--- config.mk ---
export PLATFORM = sky130hd
export DESIGN_NAME = linear_sensor_serial_control
export DESIGN_NICKNAME = d
export VERILOG_FILES = /design/src/lsc_pkg.sv /design/src/linear_sensor_serial_control.sv
export VERILOG_INCLUDE_DIRS = /design/src
export SDC_FILE = /design/constraint.sdc
export NUM_CORES = 1
export LEC_CHECK = 0
export BUFFER_PORTS_ARGS = -buffer_cell sky130_fd_sc_hd__buf_2
export CORE_MARGIN = 5
export CORE_UTILIZATION = 60
export CTS_CLUSTER_SIZE = 40
export DETAILED_ROUTE_END_ITERATION = 16
export GPL_ROUTABILITY_DRIVEN = 1
export PLACE_DENSITY = 0.78
export SLEW_MARGIN = 20
export SYNTH_ARGS = -nofsm -noshare
export SYNTH_HDL_FRONTEND = slang
export SYNTH_SLANG_ARGS = --single-unit
--- constraint.sdc ---
create_clock -name clk_sys -period 3.6 [get_ports clk_sys]
set_input_delay 0.54 -clock clk_sys [delete_from_list [all_inputs] [get_ports clk_sys]]
set_output_delay 0.54 -clock clk_sys [all_outputs]
set_load 0.03 [all_outputs]
--- src/lsc_map.svh ---
// Purpose: Constants for the linear sensor serial control block
// Assumes: Serial clock is the system clock, one bit per clock
// Notes: Included by the design only
`ifndef LSC_MAP_SVH
`define LSC_MAP_SVH
`define LSC_CMD_MAIN_RESET 8'h1b
`define LSC_CMD_BEGIN_INT 8'h08
`define LSC_CMD_SAMPLE 8'h10
`define LSC_CMD_DUMP 8'h02
`define LSC_CMD_SAMPLE_DUMP 8'h12
`define LSC_CMD_SAMPLE_DUMP_RESTART 8'h16
`define LSC_CMD_ABORT 8'h19
`define LSC_CMD_REG_WRITE_TOP 3'h2
`define LSC_CMD_REG_READ_TOP 3'h3
`define LSC_REG_MODE 5'h1f
`define LSC_MODE_SLEEP 8'h10
`define LSC_MODE_NORMAL 8'h00
`define LSC_MODE_SLEEP_BIT 4
`define LSC_BREAK_ZEROS 4'ha
`define LSC_RESET_REPEAT 2'h3
`define LSC_OUT_SETTLE 5'h1e
`define LSC_PIX_RESET_CLKS 5'h16
`define LSC_DUMP_DELAY 6'h2c
`define LSC_READ_DELAY 6'h04
`define LSC_PIXEL_COUNT 7'h66
`define LSC_FRAME_BITS 4'ha
`endif

--- src/lsc_pkg.sv ---
// Purpose: Types for the linear sensor serial control block
// Assumes: Constants come from lsc_map.svh
// Notes: Holds the receiver and transmitter state enums
package lsc_pkg;
   typedef enum logic [1:0]
   {
      RX_IDLE = 2'b00,
      RX_DATA = 2'b01,
      RX_STOP = 2'b10
   } rx_state_e;
   typedef enum logic [1:0]
   {
      TX_IDLE = 2'b00,
      TX_WAIT = 2'b01,
      TX_SEND = 2'b10
   } tx_state_e;
   typedef logic [7:0] byte_t;
endpackage

--- src/linear_sensor_serial_control.sv ---
// Purpose: Command receiver, interpreter, pixel sequencing and serial output of a linear sensor
// Assumes: clk_sys is the serial clock; serial_in sampled on each rising edge; pixel data from the array
// Notes: Analog effects appear only as control outputs
`timescale 1ns/1ps
`include "lsc_map.svh"

// Summary of operation
// - Break or three consecutive 0x1b bytes clear the command logic; the mode register keeps its value.
// - Output is undefined until thirty clocks after the command logic is cleared.
// - Writing 0x10 to the mode register enters sleep, powering down analog.
// - Writing 0x00 to the mode register leaves sleep for normal operation.
// - Sleep changes no digital state; commands including dumps still run.
// - Byte 0x08 releases pixel integrators from reset to start integrating.
// - 0x10 captures pixel values; 0x02 streams captured values out.
// - Begin-integration is accepted anytime after sample-hold, overlapping readout.
// - 0x12 samples and dumps; 0x16 samples, dumps and restarts integration.
// - Sample-hold or either compound command starts a pixel reset sequence.
// - Pixel reset lasts 22 clocks; no integration begins before it ends.
// - Serial interface keeps working during the pixel reset interval.
// - Ten or more consecutive zero bits form a break clearing the interpreter.
// - Each output byte is start bit, eight bits LSB first, stop bit.
// - Register write is 010 plus 5-bit address, then one data byte.
module linear_sensor_serial_control #(
   parameter int PIXELS = 102
)
(
   input wire logic clk_sys,
   input wire logic rst_n,
   input wire logic serial_in,
   input wire lsc_pkg::byte_t pixelData,
   output logic [6:0] pixelIndex,
   output logic serial_out,
   output logic outValid,
   output logic analogPowerDown,
   output logic integrating,
   output logic sampleHold,
   output logic pixelReset
);
   import lsc_pkg::*;

   // ********************************
   // Receiver
   // ********************************
   rx_state_e rxState_r;
   logic [2:0] rxBit_r;
   byte_t rxShift_r;
   logic [3:0] zeroRun_r;
   logic byteStrobe_r;
   byte_t rxByte_r;
   logic breakStrobe_r;

   always_ff @(posedge clk_sys)
   begin
      if (!rst_n || breakStrobe_r)
      begin
         rxState_r <= RX_IDLE;
         rxBit_r <= 3'h0;
         rxShift_r <= 8'h00;
         byteStrobe_r <= 1'b0;
         rxByte_r <= 8'h00;
      end
      else
      begin
         byteStrobe_r <= 1'b0;
         unique case (rxState_r)
            RX_IDLE:
               if (!serial_in)
               begin
                  rxState_r <= RX_DATA;
                  rxBit_r <= 3'h0;
               end
            RX_DATA:
            begin
               rxShift_r <= {serial_in, rxShift_r[7:1]};
               rxBit_r <= rxBit_r + 3'h1;
               if (rxBit_r == 3'h7)
                  rxState_r <= RX_STOP;
            end
            RX_STOP:
            begin
               rxState_r <= RX_IDLE;
               if (serial_in)
               begin
                  byteStrobe_r <= 1'b1;
                  rxByte_r <= rxShift_r;
               end
            end
            default:
               rxState_r <= RX_IDLE;
         endcase
      end
   end

   // Break detector counts zeros regardless of framing
   always_ff @(posedge clk_sys)
   begin
      if (!rst_n)
      begin
         zeroRun_r <= 4'h0;
         breakStrobe_r <= 1'b0;
      end
      else
      begin
         breakStrobe_r <= 1'b0;
         if (serial_in)
            zeroRun_r <= 4'h0;
         else if (zeroRun_r != `LSC_BREAK_ZEROS)
         begin
            zeroRun_r <= zeroRun_r + 4'h1;
            if (zeroRun_r == `LSC_BREAK_ZEROS - 4'h1)
               breakStrobe_r <= 1'b1;
         end
      end
   end

   // ********************************
   // Command interpreter
   // ********************************
   logic expectData_r;
   logic [4:0] regAddr_r;
   logic [1:0] resetRun_r;
   logic cmdClear;
   byte_t modeReg_r;
   logic wantDump;
   logic wantSample;
   logic wantStart;
   logic wantRead;

   function automatic logic isCmd(input byte_t b, input byte_t c);
      return b == c;
   endfunction

   wire logic cmdByte = byteStrobe_r && !expectData_r;
   assign wantSample = cmdByte && (isCmd(rxByte_r, `LSC_CMD_SAMPLE) || isCmd(rxByte_r, `LSC_CMD_SAMPLE_DUMP)
      || isCmd(rxByte_r, `LSC_CMD_SAMPLE_DUMP_RESTART));
   assign wantDump = cmdByte && (isCmd(rxByte_r, `LSC_CMD_DUMP) || isCmd(rxByte_r, `LSC_CMD_SAMPLE_DUMP)
      || isCmd(rxByte_r, `LSC_CMD_SAMPLE_DUMP_RESTART));
   assign wantStart = cmdByte && (isCmd(rxByte_r, `LSC_CMD_BEGIN_INT)
      || isCmd(rxByte_r, `LSC_CMD_SAMPLE_DUMP_RESTART));
   assign wantRead = cmdByte && rxByte_r[7:5] == `LSC_CMD_REG_READ_TOP;
   // Third consecutive main reset, or a break, clears interpreter, integration, sample-hold and transmitter
   assign cmdClear = breakStrobe_r || (cmdByte && isCmd(rxByte_r, `LSC_CMD_MAIN_RESET)
      && resetRun_r == `LSC_RESET_REPEAT - 2'h1);

   always_ff @(posedge clk_sys)
   begin
      if (!rst_n || cmdClear)
      begin
         expectData_r <= 1'b0;
         regAddr_r <= 5'h00;
         resetRun_r <= 2'h0;
      end
      else if (byteStrobe_r)
      begin
         if (expectData_r)
            expectData_r <= 1'b0;
         else if (rxByte_r[7:5] == `LSC_CMD_REG_WRITE_TOP)
         begin
            expectData_r <= 1'b1;
            regAddr_r <= rxByte_r[4:0];
         end
         resetRun_r <= (cmdByte && isCmd(rxByte_r, `LSC_CMD_MAIN_RESET)) ? resetRun_r + 2'h1 : 2'h0;
      end
   end

   // Mode register survives command clears; sleep touches no digital state
   always_ff @(posedge clk_sys)
   begin
      if (!rst_n)
         modeReg_r <= `LSC_MODE_NORMAL;
      else if (byteStrobe_r && expectData_r && regAddr_r == `LSC_REG_MODE)
         modeReg_r <= rxByte_r;
   end

   always_ff @(posedge clk_sys)
   begin
      if (!rst_n)
         analogPowerDown <= 1'b0;
      else
         analogPowerDown <= modeReg_r[`LSC_MODE_SLEEP_BIT];
   end

   // ********************************
   // Pixel reset and integration
   // ********************************
   logic [4:0] resetCnt_r;
   logic startPending_r;

   always_ff @(posedge clk_sys)
   begin
      if (!rst_n)
      begin
         resetCnt_r <= 5'h00;
         pixelReset <= 1'b1;
      end
      else if (wantSample)
      begin
         resetCnt_r <= `LSC_PIX_RESET_CLKS;
         pixelReset <= 1'b1;
      end
      else if (resetCnt_r != 5'h00)
         resetCnt_r <= resetCnt_r - 5'h01;
      else
         pixelReset <= !integrating;
   end

   always_ff @(posedge clk_sys)
   begin
      if (!rst_n || cmdClear)
      begin
         startPending_r <= 1'b0;
         integrating <= 1'b0;
      end
      else if (wantSample)
      begin
         integrating <= 1'b0;
         startPending_r <= wantStart;
      end
      else if (wantStart || startPending_r)
      begin
         if (resetCnt_r == 5'h00)
         begin
            integrating <= 1'b1;
            startPending_r <= 1'b0;
         end
         else
            startPending_r <= 1'b1;
      end
   end

   always_ff @(posedge clk_sys)
   begin
      if (!rst_n || cmdClear)
         sampleHold <= 1'b0;
      else if (wantSample)
         sampleHold <= 1'b1;
   end

   // ********************************
   // Transmitter
   // ********************************
   tx_state_e txState_r;
   logic [5:0] txWait_r;
   logic [3:0] txBit_r;
   logic [9:0] txFrame_r;
   logic txIsDump_r;
   logic [4:0] settle_r;

   always_ff @(posedge clk_sys)
   begin
      if (!rst_n)
         settle_r <= `LSC_OUT_SETTLE;
      else if (cmdClear)
         settle_r <= `LSC_OUT_SETTLE;
      else if (settle_r != 5'h00)
         settle_r <= settle_r - 5'h01;
   end

   always_ff @(posedge clk_sys)
   begin
      if (!rst_n)
         outValid <= 1'b0;
      else
         outValid <= settle_r == 5'h00 && !cmdClear;
   end

   always_ff @(posedge clk_sys)
   begin
      if (!rst_n || cmdClear)
      begin
         txState_r <= TX_IDLE;
         txWait_r <= 6'h00;
         txBit_r <= 4'h0;
         txFrame_r <= 10'h3ff;
         txIsDump_r <= 1'b0;
         pixelIndex <= 7'h00;
         serial_out <= 1'b1;
      end
      else
      begin
         serial_out <= txFrame_r[0];
         unique case (txState_r)
            TX_IDLE:
               if (wantDump || wantRead)
               begin
                  txState_r <= TX_WAIT;
                  txIsDump_r <= wantDump;
                  txWait_r <= wantDump ? `LSC_DUMP_DELAY : `LSC_READ_DELAY;
                  pixelIndex <= 7'h00;
               end
            TX_WAIT:
               if (txWait_r == 6'h01)
               begin
                  txState_r <= TX_SEND;
                  txBit_r <= 4'h0;
                  // Register reads return mode if the last written address was mode; otherwise zero
                  txFrame_r <= {1'b1, txIsDump_r ? pixelData : (regAddr_r == `LSC_REG_MODE ? modeReg_r
                     : 8'h00), 1'b0};
               end
               else
                  txWait_r <= txWait_r - 6'h01;
            TX_SEND:
            begin
               txFrame_r <= {1'b1, txFrame_r[9:1]};
               txBit_r <= txBit_r + 4'h1;
               if (txBit_r == `LSC_FRAME_BITS - 4'h1)
               begin
                  if (txIsDump_r && pixelIndex != 7'(PIXELS - 1))
                  begin
                     pixelIndex <= pixelIndex + 7'h01;
                     txWait_r <= 6'h01;
                     txState_r <= TX_WAIT;
                  end
                  else
                     txState_r <= TX_IDLE;
               end
            end
            default:
               txState_r <= TX_IDLE;
         endcase
      end
   end
endmodule

==> results of run 1 <==
layout make-up:
class                   count  area, um2  share of cell area, %
flip-flops and latches     89       1782                  39.60
well taps                  80      100.1                  2.225
multi-input cells         330       2128                  47.30
clock inverters             5      86.33                  1.919
inverters                  31      116.4                  2.586
clock buffers              11      141.4                  3.142
repair buffers             27      145.1                  3.226
state kept, by name, indices dropped and copies added, names as in the netlist, 2 cells and up:
name,cells
txFrame_r,9
modeReg_r,8
rxByte_r,8
rxShift_r,8
pixelIndex,7
txWait_r,6
regAddr_r,5
resetCnt_r,5
settle_r,5
txBit_r,4
zeroRun_r,4
rxBit_r,3
resetRun_r,2
rxState_r,2
txState_r,2
path summary, 6_finish.rpt:
kind	slack (ns)	to	start
setup / recovery	1.02	txWait_r[4]$_SDFFE_PP0P_	txState_r[0]$_SDFFE_PP0P_
hold / removal	0.45	sampleHold$_SDFFE_PP0P_	sampleHold$_SDFFE_PP0P_
setup reg to reg	1.02	txWait_r[4]$_SDFFE_PP0P_	txState_r[0]$_SDFFE_PP0P_
hold reg to reg	0.45	sampleHold$_SDFFE_PP0P_	sampleHold$_SDFFE_PP0P_
kinds of logic after synthesis:
family | after synthesis | synth area share [%]
flip-flops | 89 | 43.02
AND/OR/NAND/NOR | 170 | 20.76
XOR/XNOR | 7 | 1.480
multiplexers | 21 | 5.106
AO/OA/AOI/OAI | 114 | 18.61
adder cells (fa/ha/maj) | 18 | 5.438
buffers and inverters | 56 | 5.589
metrics by stage:
| stage | utilization (%) | setup WS [ns] | hold WS, ns | std cells |
|---|---|---|---|---|
| 6_report | 66.59 | 1.015 | 0.4476 | 573 |
| 5_1_grt | 66.59 | 0.7653 | 0.4735 | 573 |
| 4_1_cts | 66.59 | 1.039 | 0.4497 | 573 |
| 3_5_place_dp | 63.22 | 1.051 | 0.4236 | 557 |
| 3_3_place_gp | 63.22 | 1.148 | 0.4281 | 557 |
| 2_1_floorplan | - | 1.554 | 0.4114 | 475 |
cell usage after synthesis (all sizes together), types with 2 or more instances:
library cell | count | area, um2
mux2i | 20 | 200.2
inv | 31 | 116.4
a221oi | 7 | 61.31
or2 | 2 | 12.52
o31ai | 3 | 22.52
nand2b | 9 | 56.30
or4 | 3 | 30.03
o2111ai | 3 | 26.28
and2 | 3 | 18.77
nand3 | 9 | 45.04
o211ai | 2 | 15.01
nor2 | 50 | 187.7
a31oi | 4 | 25.02
nand2 | 43 | 161.4
or3 | 5 | 31.28
a32o | 2 | 20.02
ha | 18 | 225.2
dfxtp | 89 | 1782
nor2b | 9 | 56.30
a21boi | 4 | 30.03
a21oi | 42 | 217.7
xnor2 | 6 | 52.55
o21ai | 17 | 88.84
nor3 | 12 | 60.06
a22oi | 2 | 15.01
o32ai | 2 | 17.52
clkbuf | 18 | 67.56
a211o | 8 | 70.07
buf | 7 | 47.54
and3 | 4 | 25.02
o22ai | 2 | 12.51
a21o | 3 | 22.52
a211oi | 5 | 47.54
nand3b | 14 | 105.1
routing by layer:
metal  up-vias  GRT usage [%]  part of all wire, %
met2        69          31.91                   48
met3         8          3.781                  4.7
met1      1550          25.33                   46
met4         0          8.181                 0.87
li1       1688              -                    -
met5         -              0                    0
critical path: stages (launching register included):
cell and delay [ns]:
dfxtp_1 0.35, inv_1 0.09, ha_1 0.67, inv_1 0.35, o21ai_1 0.55, nor3_1 0.19
a41o_1 0.28
report_power, final:
group,internal (mW),leakage [nW],switching (mW)
sequential,1.02,0.720,0.0250
clock,0.417,0.115,0.351
combinational,0.0906,0.966,0.129
total,1.52,1.80,0.505
==> summary.md, run 1 <==
| Metric | Value |
|---|---|
| Layout area overhead | 8.641% |
| Cells after synthesis | 475 |
| Layout cells sized above 1 | 11.16% |
| Clock Tree Root | clkbuf_8 |
| Syn avg cell area | 8.719 um2 |
| Leakage | 1.801 nW |
| CTS buffer count | 9 |
| Antenna Violating Nets Remaining | 0 |
| CTS max path bufs | 2 |
| TNS Setup | 0 ns |
| FP Rows | 30 |
| Final instance area | 0.004499 mm2 |
| Synthesized area | 0.004141 mm2 |
| Htree depth | 3 |
| CP startpoint kind | register |
| IO Count | 24 |
| Reg2reg path depth | 6 |
| Post-synth top flop | dfxtp_1 |
| Commonest non-fill, non-tap cell in the layout | dfxtp_1 |
| # diodes | 0 |
| Crit Path Class | register to register |
| DR pass1 iterations | 4 |
| Remaining DRCs | 0 |
| Min cycle time layout | 2.585 ns |
| Peak Freq | 386.9 MHz |
| GRT overflow | 0 |
| Worst Max-Slew Pin Slew | 0.7868 ns |
| Number of synthesis warnings | 0 |
| Initial DRC count | 206 |
| GRT Util Overall | 19.57% |
| Hold Path Depth | 2 |
| Seq/Total Area, Yosys | 43.02% |
| # fillers | 572 |
| Clock tree from TritonCTS | yes |
| Setup-failing EPs final | 0 |
| VDD IR-drop max | 0.2694 mV |
| Required @ worst endpoint | 3.84 ns |
| CP Max Fanout | 24 |
| Post-CTS Hold Buffers | 0 |
| Post-synth EDFFs | 0 |
| Pin count of the biggest net entering global routing | 25 |
| Post-CTS Repair Setup Buffers | 0 |
| Post-synthesis async set-or-reset flop share | 0% |
| Max-slew violation count | 0 |
| Worst Setup End Kind | register |
| Initial antenna violation count | 0 |
| Die outline height | 93.08 um |
| Worst-skew pair later-pin latency | 0.35 ns |
| Drt wl/cell | 14.21 um |
| Die Area | 0.008664 mm2 |
| Hold Crit Class | register to register |
| Cts repair resizes | 0 |
| Max-Cap Viols | 0 |
| Clock slew at reported path FFs | 0.08 ns |
| Drt total wl | 8.143 mm |
| Final hold violations | 0 |
| Gpl congestion | 0.8782 |
| Initial core utilization | 61.30% |
| Num Clock Sinks | 89 |
| CP arrival | 2.82 ns |
| Tcrit/Tclk final | 71.80% |
| First-pass GRT wire length | 13.75 mm |
| Final net count | 517 |
| Flops & latches, synth | 89 |
| Final Power | 2.028 mW |
| CORE AREA | 0.006756 mm2 |
| Outcome | finished clean |
| Vias | 3315 |
| Commonest cells after routing, fill and taps aside | dfxtp_1 (89), nor2_1 (50), nand2_1 (43) |
| Number of global-route vias before repair | 2963 |
| Relative slew slack | 47.55% |
| IO buf count | 23 |
| PD cells | 450.7 mW/mm2 |
| Vias per cell | 5.785 |
| Post-DP HPWL | 5.859 mm |
| Yosys cell types | 59 |
| Die width | 93.08 um |
| RSZ-0062 raised after global routing | no |
| DP Area | 0.004272 mm2 |
| Post-synthesis net count | 504 |
| Worst Skew | 0.009898 ns |
Note: power is estimated with default switching activity, not from simulation.
==> run 2, diff against run 1 <==
==> constraint.sdc (replaced) <==
create_clock -name clk_sys -period 2.7 [get_ports clk_sys]
set_input_delay 0.405 -clock clk_sys [delete_from_list [all_inputs] [get_ports clk_sys]]
set_output_delay 0.405 -clock clk_sys [all_outputs]
set_load 0.03 [all_outputs]
==> run 2 against run 1 <==
Compared with the run above: setup slack got worse by 0.51 ns; first-iteration DRC count fell by 34%; hold slack got worse by 0.11 ns; sequential cell count did not move; combinational power rose by 35%; total power rose by 29%; sequential power rose by 34%; maximum frequency rose by 18%; critical endpoint is now pixelIndex[2]$_SDFFE_PP0P_; routed wire length barely moved; clock skew rose by 0.0020 ns; register-to-register slack got worse by 0.51 ns; critical path type unchanged; die area did not move.
==> summary.md, run 2 (synthesis gave the netlist of run 1 again) <==
| Metric | Value |
|---|---|
| Max-Cap Viols | 0 (unchanged) |
| Post-CTS Repair Setup Buffers | 0 (unchanged) |
| # diodes | 0 (unchanged) |
| Worst hold start | serial_in |
| # fillers | 554 (-3.1%) |
| Max-slew violation count | 0 (unchanged) |
| Worst setup path start | txState_r[0]$_SDFFE_PP0P_ |
| Vias | 3378 (+1.9%) |
| First-pass GRT wire length | 14.11 mm (+2.6%) |
| Drt total wl | 8.151 mm (about the same) |
| FP Rows | 30 (unchanged) |
| Min cycle time layout | 2.196 ns (-0.3890 ns) |
| CTS buffer count | 9 (unchanged) |
| Clock power share | 35.4% (-2.5 points) |
| Worst Skew | 0.01192 ns (+0.002018 ns) |
| IO buf count | 23 (unchanged) |
| Remaining DRCs | 0 (unchanged) |
| Clock Tree Root | clkbuf_8 |
| TNS Setup | 0 ns (unchanged) |
| Pin count of the biggest net entering global routing | 24 (-4.0%) |
| DR pass1 iterations | 4 (unchanged) |
| Internal power | 1.917 mW (+26%) |
| Routed wl met3 | 238 um (-37%) |
| IO Count | 24 (unchanged) |
| Crit Path Class | register to register |
| Outcome | finished clean |
| Die outline height | 93.08 um (unchanged) |
| Hold Crit Class | input port to register |
| Commonest cells after routing, fill and taps aside | dfxtp_1 (89), nor2_1 (50), nand2_1 (43) |
| Final Power | 2.609 mW (+29%) |
| Worst-skew pair later-pin latency | 0.36 ns (about the same) |
| Post-CTS Hold Buffers | 0 (unchanged) |
| Num Clock Sinks | 89 (unchanged) |
| Multi-input logic area | 0.002128 mm2 (unchanged) |
| FF-to-FF setup slack | 0.50 ns (-0.51 ns) |
| P_sw | 691.7 uW (+37%) |
| Peak Freq | 455.4 MHz (+18%) |
| Sw frac | 26.51% (+1.6 points) |
| Seq pwr share | 53.2% (+1.9 points) |
| CTS max path bufs | 2 (unchanged) |
| GRT overflow | 0 (unchanged) |
| Drt wl/cell | 14.13 um (-0.60%) |
| Max FFs per register | 9 (unchanged) |
| CORE AREA | 0.006756 mm2 (unchanged) |
| Layout cells sized above 1 | 11.87% (+0.72 points) |
| Worst r2r src | txState_r[0]$_SDFFE_PP0P_ |
| Commonest non-fill, non-tap cell in the layout | dfxtp_1 |
| Crit path largest cell delay | 0.37 ns (-0.30 ns) |
| DP Area | 0.004302 mm2 (+0.70%) |
| Leakage | 1.806 nW (+0.28%) |
| Clock tree from TritonCTS | yes |
| CP startpoint kind | register |
| M1 WL | 3.927 mm (+3.7%) |
| Setup-failing EPs final | 0 (unchanged) |
| Tcrit/Tclk final | 81.33% (+9.5 points) |
| Met2 wire len | 3.836 mm (-1.8%) |
| Initial DRC count | 135 (-34%) |
| Cts repair resizes | 0 (unchanged) |
| Final net count | 521 (+0.77%) |
| Die Area | 0.008664 mm2 (unchanged) |
| Initial antenna violation count | 0 (unchanged) |
| Relative slew slack | 56.60% (+9.0 points) |
| VDD IR-drop max | 0.2966 mV (+10%) |
| RSZ-0062 raised after global routing | no |
| Number of global-route vias before repair | 3117 (+5.2%) |
| Non-Filler Instances | 577 (+0.70%) |
| Antenna Violating Nets Remaining | 0 (unchanged) |
| Worst Max-Slew Pin Slew | 0.6487 ns (-0.1381 ns) |
| CP arrival | 2.45 ns (-0.37 ns) |
| Seq. cell area | 0.001782 mm2 (unchanged) |
| Combinational Power Share | 11.4% (+0.6 points) |
| Vias per cell | 5.854 (+1.2%) |
| Crit path cell chain | inv_1 -> ha_1 -> buf_4 -> nand2_1 -> a211oi_2 -> o21ai_0 -> or2_2 -> o32ai_1 |
| Final core occ | 66.67% (+0.074 points) |
| Die width | 93.08 um (unchanged) |
| Layout area overhead | 8.761% |
| Slowest stage cell on the critical path | or2_2 |
| Required @ worst endpoint | 2.96 ns (-0.88 ns) |
| PD cells | 579.2 mW/mm2 (+29%) |
| Clock slew at reported path FFs | 0.09 ns (about the same) |
| Initial core utilization | 61.30% (unchanged) |
| Htree depth | 3 (unchanged) |
| Final instance area | 0.004504 mm2 (+0.11%) |
| Placed cells | 561 (+0.72%) |
| CP Max Fanout | 17 (-29%) |
| Reg with most FFs | txFrame_r |
| GRT Util Overall | 19.95% (+0.38 points) |
| Top sig layer | met4 |
| Final hold violations | 0 (unchanged) |
| Worst Setup End Kind | register |
| Gpl congestion | 0.8606 (-2.0%) |
| Post-DP HPWL | 5.883 mm (+0.41%) |
-- run 2: changes by cell type in the layout (fill, tap and decap cells not counted) --
| cell | delta |
|---|---|
| clkbuf_8 | -1 |
| clkinv_4 | +1 |
| bufinv_16 | -1 |
| buf_4 | +4 |
| inv_6 | -1 |
| inv_8 | +1 |
| clkinvlp_4 | +1 |
-- run 2: worst paths after layout --
path / endpoint / cells past startpoint
worst max-delay path: pixelIndex[2]$_SDFFE_PP0P_ / 8
worst min-delay path: rxShift_r[7]$_SDFFE_PP0P_ / 3
worst max register to register: pixelIndex[2]$_SDFFE_PP0P_ / 8
worst min register to register: serial_out$_SDFF_PP1_ / 1
-- run 2: stage by stage --
stage               hold WS [ns]  setup WS (ns)
floorplan                 0.4114         0.6542
global placement          0.4311         0.6569
detailed placement        0.4381         0.5436
CTS                       0.3168         0.5143
global route              0.3569         0.3309
finish                    0.3399         0.5040
-- run 2: final cells by class --
class	instances	area share (%)
multi-input cells	330	47.25
flip-flops and latches	89	39.56
repair buffers	31	3.889
clock buffers	10	2.833
inverters	31	2.583
well taps	80	2.222
clock inverters	6	1.667
-- run 2: worst max-delay path, delay by kind of cell (launching register included) --
kind            cells  cell delay (ns)
flops               1             0.35
fa+ha+maj           1             0.32
buf+inv             2             0.35
simple gates        2             0.45
compound gates      3             0.63
-- run 2: routing by layer --
metal,vias to the layer above,GRT usage (%)
met5,-,0
met4,0,8.913
met3,12,3.298
met2,60,31.37
met1,1608,26.90
li1,1698,-
-- run 2: power by group through the flow --
stage | clock [mW] | sequential (mW) | combinational [mW]
finish | 0.925 | 1.39 | 0.297
global placement | 0 | 1.42 | 0.284
global route | 1.00 | 1.39 | 0.335
CTS | 0.950 | 1.39 | 0.297
detailed placement | 0 | 1.42 | 0.296
floorplan | 0 | 1.42 | 0.231
